**src/rtl/prio_regs_pkg.sv**
```systemverilog
// Constants for the interrupt priority register bank.
package prio_regs_pkg;
  localparam logic [11:0] OFF_EXT_INT1 = 12'h000;
  localparam logic [11:0] OFF_TIMER4 = 12'h004;
  localparam logic [11:0] OFF_EXT_INT2_TIMER5 = 12'h008;
  localparam logic [11:0] OFF_CAPTURE3 = 12'h00C;
  localparam logic [11:0] OFF_PWM = 12'h010;
  localparam logic [11:0] OFF_FAULT_A_RTC = 12'h014;
  localparam logic [11:0] OFF_UART_ERR_FAULT_B = 12'h018;
  localparam int POS_EXT_INT1 = 0;
  localparam int POS_TIMER4 = 12;
  localparam int POS_EXT_INT2 = 4;
  localparam int POS_TIMER5 = 0;
  localparam int POS_CAPTURE3 = 4;
  localparam int POS_PWM = 4;
  localparam int POS_FAULT_A = 12;
  localparam int POS_RTC = 8;
  localparam int POS_UART_ERROR = 4;
  localparam int POS_FAULT_B = 0;
  localparam logic [2:0] LEVEL_RESET = 3'h4;
  localparam logic [2:0] LEVEL_OFF = 3'h0;
endpackage : prio_regs_pkg

```
**src/rtl/interrupt_priority_regs.sv**
```systemverilog
// APB register bank holding the per-source interrupt priority fields.
//
// Register access over APB and the register offsets are this design's own decisions.
`timescale 1ns/1ps
`default_nettype none
module interrupt_priority_regs
  import prio_regs_pkg::*;
#(
  parameter bit HAS_LARGE_MEM = 1'b1,
  parameter bit HAS_MOTOR = 1'b1,
  parameter bit HAS_FAULT_B = 1'b1
)
(
  input wire logic sys_clk_in,
  input wire logic rst_in,
  input wire logic psel_in,
  input wire logic penable_in,
  input wire logic pwrite_in,
  input wire logic [11:0] paddr_in,
  input wire logic [31:0] pwdata_in,
  input wire logic [3:0] pstrb_in,
  output logic [31:0] prdata_out,
  output logic pready_out,
  output logic pslverr_out,
  output logic [2:0] ext_int1_level_out,
  output logic [2:0] timer4_level_out,
  output logic [2:0] ext_int2_level_out,
  output logic [2:0] timer5_level_out,
  output logic [2:0] capture3_level_out,
  output logic [2:0] pwm_level_out,
  output logic [2:0] fault_a_level_out,
  output logic [2:0] rtc_level_out,
  output logic [2:0] uart_error_level_out,
  output logic [2:0] fault_b_level_out,
  output logic [9:0] source_enabled_out
);

  typedef struct packed {
    logic [2:0] ext_int1_level;
    logic [2:0] timer4_level;
    logic [2:0] ext_int2_level;
    logic [2:0] timer5_level;
    logic [2:0] capture3_level;
    logic [2:0] pwm_level;
    logic [2:0] fault_a_level;
    logic [2:0] rtc_level;
    logic [2:0] uart_error_level;
    logic [2:0] fault_b_level;
    logic [31:0] rdata;
    logic rd_done;
  } state_s;

  state_s state_q;
  state_s state_d;
  logic access;
  logic wr;
  logic [15:0] rd_word;
  logic hit;
  logic [29:0] levels;

  // A field is written only when the byte lane holding it is strobed.
  function automatic logic [2:0] field_wr(input logic [2:0] cur, input int pos,
                                          input logic [31:0] data, input logic [3:0] strb);
    logic [2:0] res;
    res = cur;
    if (strb[pos / 8])
    begin
      res = data[pos +: 3];
    end
    return res;
  endfunction : field_wr

  assign access = psel_in && penable_in;
  assign wr = access && pwrite_in;
  // Writes finish in the first access cycle. Reads take one wait state, so the
  // read data can come from a flip-flop and still stand at the completion edge.
  assign pready_out = !(access && !pwrite_in) || state_q.rd_done;

  always_comb
  begin
    hit = 1'b1;
    rd_word = 16'h0000;
    unique case (paddr_in)
      OFF_EXT_INT1: rd_word[POS_EXT_INT1 +: 3] = state_q.ext_int1_level;
      OFF_TIMER4: rd_word[POS_TIMER4 +: 3] = state_q.timer4_level;
      OFF_EXT_INT2_TIMER5:
      begin
        rd_word[POS_EXT_INT2 +: 3] = state_q.ext_int2_level;
        rd_word[POS_TIMER5 +: 3] = state_q.timer5_level;
      end
      OFF_CAPTURE3: rd_word[POS_CAPTURE3 +: 3] = state_q.capture3_level;
      OFF_PWM: rd_word[POS_PWM +: 3] = state_q.pwm_level;
      OFF_FAULT_A_RTC:
      begin
        rd_word[POS_FAULT_A +: 3] = state_q.fault_a_level;
        rd_word[POS_RTC +: 3] = state_q.rtc_level;
      end
      OFF_UART_ERR_FAULT_B:
      begin
        rd_word[POS_UART_ERROR +: 3] = state_q.uart_error_level;
        rd_word[POS_FAULT_B +: 3] = state_q.fault_b_level;
      end
      default: hit = 1'b0;
    endcase
  end

  assign pslverr_out = access && !hit && pready_out;

  always_comb
  begin
    state_d = state_q;
    state_d.rd_done = access && !pwrite_in && !state_q.rd_done;
    if (access && !pwrite_in && !state_q.rd_done)
    begin
      state_d.rdata = {16'h0000, rd_word};
    end
    if (wr && hit)
    begin
      unique case (paddr_in)
        OFF_EXT_INT1:
          state_d.ext_int1_level = field_wr(state_q.ext_int1_level, POS_EXT_INT1,
                                            pwdata_in, pstrb_in);
        OFF_TIMER4:
          state_d.timer4_level = field_wr(state_q.timer4_level, POS_TIMER4,
                                          pwdata_in, pstrb_in);
        OFF_EXT_INT2_TIMER5:
        begin
          state_d.ext_int2_level = field_wr(state_q.ext_int2_level, POS_EXT_INT2,
                                            pwdata_in, pstrb_in);
          state_d.timer5_level = field_wr(state_q.timer5_level, POS_TIMER5,
                                          pwdata_in, pstrb_in);
        end
        OFF_CAPTURE3:
          state_d.capture3_level = field_wr(state_q.capture3_level, POS_CAPTURE3,
                                            pwdata_in, pstrb_in);
        OFF_PWM:
          state_d.pwm_level = field_wr(state_q.pwm_level, POS_PWM,
                                       pwdata_in, pstrb_in);
        OFF_FAULT_A_RTC:
        begin
          state_d.fault_a_level = field_wr(state_q.fault_a_level, POS_FAULT_A,
                                           pwdata_in, pstrb_in);
          state_d.rtc_level = field_wr(state_q.rtc_level, POS_RTC,
                                       pwdata_in, pstrb_in);
        end
        default:
        begin
          state_d.uart_error_level = field_wr(state_q.uart_error_level, POS_UART_ERROR,
                                              pwdata_in, pstrb_in);
          state_d.fault_b_level = field_wr(state_q.fault_b_level, POS_FAULT_B,
                                           pwdata_in, pstrb_in);
        end
      endcase
    end
    // Absent sources are pinned at zero so they read back zero and never request.
    if (!HAS_LARGE_MEM)
    begin
      state_d.timer4_level = LEVEL_OFF;
      state_d.timer5_level = LEVEL_OFF;
    end
    if (!HAS_MOTOR)
    begin
      state_d.pwm_level = LEVEL_OFF;
      state_d.fault_a_level = LEVEL_OFF;
    end
    if (!HAS_FAULT_B)
    begin
      state_d.fault_b_level = LEVEL_OFF;
    end
  end

  always_ff @(posedge sys_clk_in or posedge rst_in)
  begin
    if (rst_in)
    begin
      state_q.ext_int1_level <= LEVEL_RESET;
      state_q.timer4_level <= HAS_LARGE_MEM ? LEVEL_RESET : LEVEL_OFF;
      state_q.ext_int2_level <= LEVEL_RESET;
      state_q.timer5_level <= HAS_LARGE_MEM ? LEVEL_RESET : LEVEL_OFF;
      state_q.capture3_level <= LEVEL_RESET;
      state_q.pwm_level <= HAS_MOTOR ? LEVEL_RESET : LEVEL_OFF;
      state_q.fault_a_level <= HAS_MOTOR ? LEVEL_RESET : LEVEL_OFF;
      state_q.rtc_level <= LEVEL_RESET;
      state_q.uart_error_level <= LEVEL_RESET;
      state_q.fault_b_level <= LEVEL_OFF;
      state_q.rdata <= 32'h0000_0000;
      state_q.rd_done <= 1'b0;
    end
    else
    begin
      state_q <= state_d;
    end
  end

  // Read data is loaded in the wait state and stands at the completion edge.
  assign prdata_out = state_q.rdata;

  assign levels = {state_q.fault_b_level, state_q.uart_error_level, state_q.rtc_level,
                   state_q.fault_a_level, state_q.pwm_level, state_q.capture3_level,
                   state_q.timer5_level, state_q.ext_int2_level, state_q.timer4_level,
                   state_q.ext_int1_level};

  // The arbiter sees the raw code; it is the numeric level itself.
  assign ext_int1_level_out = state_q.ext_int1_level;
  assign timer4_level_out = state_q.timer4_level;
  assign ext_int2_level_out = state_q.ext_int2_level;
  assign timer5_level_out = state_q.timer5_level;
  assign capture3_level_out = state_q.capture3_level;
  assign pwm_level_out = state_q.pwm_level;
  assign fault_a_level_out = state_q.fault_a_level;
  assign rtc_level_out = state_q.rtc_level;
  assign uart_error_level_out = state_q.uart_error_level;
  assign fault_b_level_out = state_q.fault_b_level;

  genvar gi;
  generate
    for (gi = 0; gi < 10; gi++)
    begin : g_en
      // Level 000 masks the source; 001 to 111 are levels 1 to 7.
      assign source_enabled_out[gi] = (levels[gi*3 +: 3] != LEVEL_OFF);
    end
  endgenerate

  a_write_lands: assert property (@(posedge sys_clk_in) disable iff (rst_in)
    wr && paddr_in == OFF_EXT_INT1 && pstrb_in[0]
    |=> ext_int1_level_out == $past(pwdata_in[2:0]))
    else $error("ext int1 level did not take written value");
  a_read_zero_bits: assert property (@(posedge sys_clk_in) disable iff (rst_in)
    access && !pwrite_in |=> prdata_out[31:15] == 17'h0 && prdata_out[11] == 1'b0
    && prdata_out[7] == 1'b0 && prdata_out[3] == 1'b0)
    else $error("unimplemented bit read as one");
  a_level7_enabled: assert property (@(posedge sys_clk_in) disable iff (rst_in)
    rtc_level_out == 3'h7 |-> source_enabled_out[7])
    else $error("level 7 source not enabled");
  a_level1_enabled: assert property (@(posedge sys_clk_in) disable iff (rst_in)
    capture3_level_out == 3'h1 |-> source_enabled_out[4])
    else $error("level 1 source not enabled");
  a_zero_disables: assert property (@(posedge sys_clk_in) disable iff (rst_in)
    uart_error_level_out == 3'h0 |-> !source_enabled_out[8])
    else $error("level 0 source enabled");
  a_pair_readback: assert property (@(posedge sys_clk_in) disable iff (rst_in)
    access && !pwrite_in && paddr_in == OFF_FAULT_A_RTC
    |=> prdata_out[10:8] == rtc_level_out && prdata_out[7:0] == 8'h00)
    else $error("clock field readback wrong");
  a_reset_level: assert property (@(posedge sys_clk_in)
    $fell(rst_in) |-> ext_int1_level_out == 3'h4 && fault_b_level_out == 3'h0)
    else $error("reset levels wrong");
  a_absent_zero: assert property (@(posedge sys_clk_in) disable iff (rst_in)
    !HAS_MOTOR |-> pwm_level_out == 3'h0 && fault_a_level_out == 3'h0)
    else $error("absent source holds a level");
  a_held_idle: assert property (@(posedge sys_clk_in) disable iff (rst_in)
    !wr |=> $stable(timer5_level_out) && $stable(ext_int2_level_out))
    else $error("level changed without a write");

  a_read_wait: assert property (@(posedge sys_clk_in) disable iff (rst_in)
    access && !pwrite_in && !pready_out |=> pready_out)
    else $error("read wait state did not end");

  a_write_no_wait: assert property (@(posedge sys_clk_in) disable iff (rst_in)
    wr |-> pready_out)
    else $error("write was made to wait");

  a_unmapped_error: assert property (@(posedge sys_clk_in) disable iff (rst_in)
    access && paddr_in == 12'h01C && pready_out |-> pslverr_out)
    else $error("unmapped word did not refuse");

  a_timer4_write: assert property (@(posedge sys_clk_in) disable iff (rst_in)
    HAS_LARGE_MEM && wr && paddr_in == OFF_TIMER4 && pstrb_in[1]
    |=> timer4_level_out == $past(pwdata_in[14:12]))
    else $error("timer 4 level did not take written value");

  a_ext_int2_write: assert property (@(posedge sys_clk_in) disable iff (rst_in)
    wr && paddr_in == OFF_EXT_INT2_TIMER5 && pstrb_in[0]
    |=> ext_int2_level_out == $past(pwdata_in[6:4]))
    else $error("ext int2 level did not take written value");

  a_timer5_write: assert property (@(posedge sys_clk_in) disable iff (rst_in)
    HAS_LARGE_MEM && wr && paddr_in == OFF_EXT_INT2_TIMER5 && pstrb_in[0]
    |=> timer5_level_out == $past(pwdata_in[2:0]))
    else $error("timer 5 level did not take written value");

  a_capture3_write: assert property (@(posedge sys_clk_in) disable iff (rst_in)
    wr && paddr_in == OFF_CAPTURE3 && pstrb_in[0]
    |=> capture3_level_out == $past(pwdata_in[6:4]))
    else $error("capture 3 level did not take written value");

  a_pwm_write: assert property (@(posedge sys_clk_in) disable iff (rst_in)
    HAS_MOTOR && wr && paddr_in == OFF_PWM && pstrb_in[0]
    |=> pwm_level_out == $past(pwdata_in[6:4]))
    else $error("pwm level did not take written value");

  a_fault_a_write: assert property (@(posedge sys_clk_in) disable iff (rst_in)
    HAS_MOTOR && wr && paddr_in == OFF_FAULT_A_RTC && pstrb_in[1]
    |=> fault_a_level_out == $past(pwdata_in[14:12]))
    else $error("fault A level did not take written value");

  a_rtc_write: assert property (@(posedge sys_clk_in) disable iff (rst_in)
    wr && paddr_in == OFF_FAULT_A_RTC && pstrb_in[1]
    |=> rtc_level_out == $past(pwdata_in[10:8]))
    else $error("calendar level did not take written value");

  a_uart_write: assert property (@(posedge sys_clk_in) disable iff (rst_in)
    wr && paddr_in == OFF_UART_ERR_FAULT_B && pstrb_in[0]
    |=> uart_error_level_out == $past(pwdata_in[6:4]))
    else $error("uart error level did not take written value");

  a_fault_b_write: assert property (@(posedge sys_clk_in) disable iff (rst_in)
    HAS_FAULT_B && wr && paddr_in == OFF_UART_ERR_FAULT_B && pstrb_in[0]
    |=> fault_b_level_out == $past(pwdata_in[2:0]))
    else $error("fault B level did not take written value");

  a_int1_readback: assert property (@(posedge sys_clk_in) disable iff (rst_in)
    access && !pwrite_in && paddr_in == OFF_EXT_INT1 && !pready_out
    |=> prdata_out == {29'h0, ext_int1_level_out})
    else $error("ext int1 readback wrong");

  a_timer4_readback: assert property (@(posedge sys_clk_in) disable iff (rst_in)
    access && !pwrite_in && paddr_in == OFF_TIMER4 && !pready_out
    |=> prdata_out == {17'h0, timer4_level_out, 12'h000})
    else $error("timer 4 readback wrong");

  a_pair7_readback: assert property (@(posedge sys_clk_in) disable iff (rst_in)
    access && !pwrite_in && paddr_in == OFF_EXT_INT2_TIMER5 && !pready_out
    |=> prdata_out == {25'h0, ext_int2_level_out, 1'b0, timer5_level_out})
    else $error("ext int2 and timer 5 readback wrong");

  a_capture3_readback: assert property (@(posedge sys_clk_in) disable iff (rst_in)
    access && !pwrite_in && paddr_in == OFF_CAPTURE3 && !pready_out
    |=> prdata_out == {25'h0, capture3_level_out, 4'h0})
    else $error("capture 3 readback wrong");

  a_pwm_readback: assert property (@(posedge sys_clk_in) disable iff (rst_in)
    access && !pwrite_in && paddr_in == OFF_PWM && !pready_out
    |=> prdata_out == {25'h0, pwm_level_out, 4'h0})
    else $error("pwm readback wrong");

  a_pair16_readback: assert property (@(posedge sys_clk_in) disable iff (rst_in)
    access && !pwrite_in && paddr_in == OFF_UART_ERR_FAULT_B && !pready_out
    |=> prdata_out == {25'h0, uart_error_level_out, 1'b0, fault_b_level_out})
    else $error("uart error and fault B readback wrong");

  a_reset_default: assert property (@(posedge sys_clk_in)
    $fell(rst_in) |-> rtc_level_out == 3'h4 && capture3_level_out == 3'h4)
    else $error("source did not reset to level 4");

endmodule : interrupt_priority_regs
`default_nettype wire

```
**config.mk**
```make
export PLATFORM = sky130hd
export DESIGN_NAME = interrupt_priority_regs
export DESIGN_NICKNAME = d
export VERILOG_FILES = /design/src/rtl/prio_regs_pkg.sv /design/src/rtl/interrupt_priority_regs.sv
export SDC_FILE = /design/constraint.sdc
export NUM_CORES = 1
export LEC_CHECK = 0
export ABC_CLOCK_PERIOD_IN_PS = 1500
export BUFFER_PORTS_ARGS = -buffer_cell sky130_fd_sc_hd__buf_2
export CELL_PAD_IN_SITES_DETAIL_PLACEMENT = 1
export CELL_PAD_IN_SITES_GLOBAL_PLACEMENT = 2
export CORE_MARGIN = 3
export CORE_UTILIZATION = 27
export CTS_CLUSTER_SIZE = 20
export DETAILED_ROUTE_END_ITERATION = 16
export PLACE_DENSITY_LB_ADDON = 0.1
export RECOVER_POWER = 50
export SKIP_CTS_REPAIR_TIMING = 1
export SLEW_MARGIN = 15
export SYNTH_ARGS = -nofsm -noshare
export SYNTH_HDL_FRONTEND = slang
export SYNTH_SLANG_ARGS = --single-unit
```
**constraint.sdc**
```tcl
create_clock -name sys_clk_in -period 1.5 [get_ports sys_clk_in]
set_input_delay 0 -clock sys_clk_in [delete_from_list [all_inputs] [get_ports sys_clk_in]]
set_output_delay 0 -clock sys_clk_in [all_outputs]
set_load 0.02 [all_outputs]
```
Yosys cells after proc, flatten, opt, wreduce, memory -nomap -nowiden

Cells that the tools add are included.

Add/sub/neg operators: 0
$mul: 0
Divide/modulo/power cells: 0
Magnitude comparators: 0
Equality and inequality tests: 6
Shift operators: 0
Multiplexer cells: 5
Bitwise operators: 1
Reductions and logical operators: 32

Operators with widths:

| kind                | number |
|---|---|
| $eq 12x5->1 const B | 3 |
| $reduce_bool 3->1   | 10 |
| $eq 12x4->1 const B | 2 |
| $reduce_and 3->1    | 7 |
| $eq 12x3->1 const B | 1 |
| $logic_not 12->1    | 1 |
| $pmux 3 s4          | 1 |
| $pmux 3 s3          | 1 |
| $logic_and 1x1->1   | 7 |
| $reduce_or 7->1     | 1 |
| $pmux 3 s2          | 1 |
| $reduce_or 6->1     | 1 |
| $logic_not 1->1     | 4 |
| $mux 3              | 1 |
| $logic_or 1x1->1    | 1 |
| $mux 1              | 1 |
| $not 1->1           | 1 |

Register bits: 43
Bits in latches: 0
RAM bits: 0
Bits in read-only memories: 0
Output and inout port bits: 74
Logic and storage cells: 56
Memories: 0

Depth between registers and ports, before layout

Depth in word-level cells: 6
Gate-level depth with buffers: 6
Gate-level depth less buffers: 4

Least setup slack after synthesis

OpenSTA, ideal clock, no wires.

Path type: input -> register
Start point: in paddr_in[4]
End point: reg state_q, in the netlist fault_b_level_out[0]
Arrival: 1.481 ns
Required time: 1.375 ns
Setup slack: -0.105 ns
Stages: 6
Path buffers: 2
Cells stage by stage: buf_4 or4b_1 nor2_2 and3_1 buf_2 mux2_2

Longest elaborated chain between the ends: 5
Elaborated cells on any way between the ends: 13
Those cells by class: eq/ne: 6; mux: 1; bitwise: 1; reduce/logical: 5

Ends and longest elaborated chain:

| what                                      | line                                                          | source |
|---|---|---|
| start: declaration                        | interrupt_priority_regs.sv:19                                 | `input wire logic [11:0] paddr_in,` |
| $eq 12x5->1, or another cell as far along | interrupt_priority_regs.sv:83, interrupt_priority_regs.sv:119 |  |
| $reduce_or 7->1 (no source line)          | --                                                            |  |
| $mux 1                                    | interrupt_priority_regs.sv:83                                 | `unique case (paddr_in)` |
| $logic_and 1x1->1                         | interrupt_priority_regs.sv:117                                | `if (wr && hit)` |
| $reduce_and 3->1 (no source line) (*)     | --                                                            |  |
| end signal: assignment                    | interrupt_priority_regs.sv:191                                | `state_q <= state_d;` |
| end: declaration                          | interrupt_priority_regs.sv:53                                 | `state_s state_q;` |

Every way passes the cells marked *; elsewhere a longest branch is shown, timed or not.
A chain may end at the register's enable or synchronous reset.

Worst setup path in the final report

Start point: in paddr_in[9]
End point: reg state_q, in the netlist ext_int1_level_out[1]

Longest elaborated chain between the ends: 5
Elaborated cells on any way between the ends: 11
Those cells by class: eq/ne: 6; mux: 1; reduce/logical: 4

Ends and longest elaborated chain:

| what                                      | line |
|---|---|
| $eq 12x5->1, or another cell as far along | interrupt_priority_regs.sv:83 |
| $reduce_or 7->1 (no source line)          | -- |
| $mux 1                                    | interrupt_priority_regs.sv:83 |
| $logic_and 1x1->1                         | interrupt_priority_regs.sv:117 |
| $reduce_and 3->1 (no source line) (*)     | -- |

Marks and branches as above.

==> flow_summary.yaml <==
run_status:
  status: "complete, no violations"
timing:
  fmax_mhz: 703
  setup_violations: 0
  setup_ws_ns: 0.0781
  maxSlewViolCount: 0
  layout_worst_path_cycle_share_pct: 94.8
  rsz0062_at_grt: "false"
  fin_skew_ns: 0.0109
  worst_pin_slew_ns: 0.700
  slew_headroom_pct: 53.3
  hold_viol: 0
  period_needed_ns: 1.42
grt:
  grt_max_degree: 18
  grt_use_met1_pct: 17.7
  grt_usage_pct: 12.6
  grt_most_used_layer: "met2"
  grt_first_pass_wirelength_um: 10800
  grt_pass1_vias: 1955
  met3_usage_pct: 2.41
  grt_util_met2_pct: 19.7
  grt_antenna_before_repair: 0
  grt_overflow: 0
critical_path:
  critPathKind: "primary input to flip-flop"
  cp-start-kind: "primary input"
  max_stage_delay_ns: 0.59
  crit_fanout: 7
  worstRegToRegCells: 4
  r2r_end: "prdata_out[1]"
  crit_path_end_kind: "flip-flop"
  timing.rr.start: "state_q[0]"
  path_cells: "buf_2, or4_4, nand2b_4, nor4_4, mux2_2"
  required_ns: 1.68
  crit_slowest_cell: "or4_4"
  cp_data_arrival_time_ns: 1.60
  rrSetupSlack_ns: 0.20
routing:
  firstDrtPassIters: 4
  drt-initial-drc-count: 50
  drt_wl_total_um: 7090
  via_per_inst: 4.34
  antenna_left: 0
  wl_per_cell_um: 16.0
  drc_errors: 0
  via_count: 1922
synth:
  syn_avg_cell_area_um2: 11.1
  synthCells: 238
  seq_area_frac_synth_pct: 41.3
  yosys_most_used_dff: "dfrtp_1"
  ys_types: 41
  ys_ff_latch: 43
  ys_warn_count: 0
  syn-cell-area_um2: 2630
  synth_edf_count: 0
  async_flop_share_pct: 100
finish:
  final_nets: 366
  syn2layout_area_growth_pct: 21.6
  layout_common_cells: "51 x buf_2, 35 x clkbuf_1, 34 x dfrtp_1"
  final_common_cell: "buf_2"
  n_antenna_cell: 0
  stdcell_count: 443
  design_area_um2: 3200
  drive_gt1_share_pct: 44.9
run:
  maxCapViolCount: 0
floorplan:
  die_w_um: 105
  initial_utilization_pct: 28.1
  core-area_um2: 9370
  die_area_um2: 11000
  dieHeight_um: 105
  io_pins: 127
  rows: 35
power_and_ir_drop:
  worst_ir_drop_vdd_uv: 283
  combPwrFrac_pct: 11.3
  pwr-share-seq_pct: 53.0
  power_switching_mw: 0.563
  p_per_area_nw_per_um2: 684
  pwr-share-clk_pct: 35.6
  internal_power_mw: 1.63
  p_leak_nw: 1.61
  switching_share_pct: 25.7
hold_path:
  hold_depth: 2
  hp-class: "primary input to flip-flop"
  hold_end: "ext_int2_level_out[1]"
  hp-start: "pwdata_in[5]"
clock_network:
  clock_latency_ns: 0.30
  root_buffer: "clkbuf_8"
  cts.sinks: 43
  cts_buffer_depth: 2
  cts_tree: "yes"
  clk_pin_slew_ns: 0.09
  numCtsBuffers: 5
  htree_num_levels: 2
place:
  gp_congestion: 0.756
  dpl_cell_area_um2: 3030
  port-buffer-count: 84
  dp_hpwl_um: 5550
  place_ws_ns: -0.245
  place_inst: 423
worst max path at each step:
stage | start | to | slack, ns | depth (start not counted)
after detailed placement | paddr_in[9] | capture3_level_out[0] | -0.25 | 5
after global routing | state_q[0] | prdata_out[4] | 0.03 | 4
after CTS | state_q[0] | pslverr_out | -0.004 | 4
final | paddr_in[9] | ext_int1_level_out[1] | 0.08 | 5
after floorplan | paddr_in[9] | fault_a_level_out[0] | -0.09 | 5
after global placement | paddr_in[9] | capture3_level_out[1] | -0.26 | 5
logic make-up (layout without fill, tap and decap cells):
logic type | after synthesis | in the layout | synth area share, %
muxes | 43 | 43 | 18.9
and+or+nand+nor | 57 | 57 | 15.0
DFF | 43 | 43 | 41.3
buffers and inverters | 74 | 131 | 19.9
other | 1 | 20 | 0.142
AOI/OAI and AO/OA | 20 | 20 | 4.75
layout make-up:
type	instances	area (um^2)
timing repair buffer	120	698
sequential	43	1090
fill	1120	6170
clock buffer	7	86.3
clock inverter	1	5.00
inverter	3	11.3
multi-input combinational	140	1150
tap	129	161
state kept, by name, summed over array words and instances (netlist names):
signal / flops
prdata_out: 12
capture3_level_out: 3
ext_int1_level_out: 3
ext_int2_level_out: 3
fault_a_level_out: 3
fault_b_level_out: 3
pwm_level_out: 3
rtc_level_out: 3
timer4_level_out: 3
timer5_level_out: 3
uart_error_level_out: 3
state_q: 1
metrics by stage:
stage / power [mW] / utilization [%] / hold WS [ns] / setup TNS, ns
3_3_place_gp: 1.41 / 32.3 / 0.0264 / -5.95
6_report: 2.19 / 34.2 / 0.00416 / 0
3_5_place_dp: 1.41 / 32.3 / 0.0294 / -6.03
2_1_floorplan: 1.35 / - / 0.147 / -1.06
4_1_cts: 2.22 / 33.3 / -0.306 / -0.00370
5_1_grt: 2.30 / 34.2 / 0.00205 / 0
synthesized netlist by cell type, types with 2 or more instances:
cell	n	share of area [%]
mux2i_1	7	2.7
dfrtp_1	34	32
a31oi_1	3	0.71
a22oi_1	3	0.86
buf_2	2	0.38
nor4_1	4	0.95
mux2_2	30	13
inv_1	3	0.43
mux2_4	6	3.4
nor4_2	2	0.95
o21ai_0	9	1.7
buf_4	63	18
dfstp_2	9	9.0
or3_1	12	2.9
nor2_1	6	0.86
clkbuf_1	5	0.71
nand2_1	13	1.9
a22o_1	3	1.0
nor3_1	2	0.38
worst max-delay path, delay by kind of cell:
kind                   cells  cell delay (ns)
buffers and inverters      1             0.10
multiplexers               1             0.37
AND/OR/NAND/NOR            3             1.14
metal layers:
metal / wire length (um) / vias to the layer above
met5: 0 / -
met4: 84 / 0
met3: 344 / 7
met2: 3390 / 65
met1: 3270 / 941
li1: - / 909
power by group through the flow:
| stage | clock [mW] | sequential [mW] | combinational (mW) |
|---|---|---|---|
| finish | 0.781 | 1.16 | 0.249 |
| global route | 0.863 | 1.16 | 0.273 |
| CTS | 0.826 | 1.16 | 0.228 |
| detailed placement | 0 | 1.18 | 0.227 |
| global placement | 0 | 1.18 | 0.227 |
| floorplan | 0 | 1.18 | 0.169 |
No activity file was read; power rests on OpenSTA's default activity.
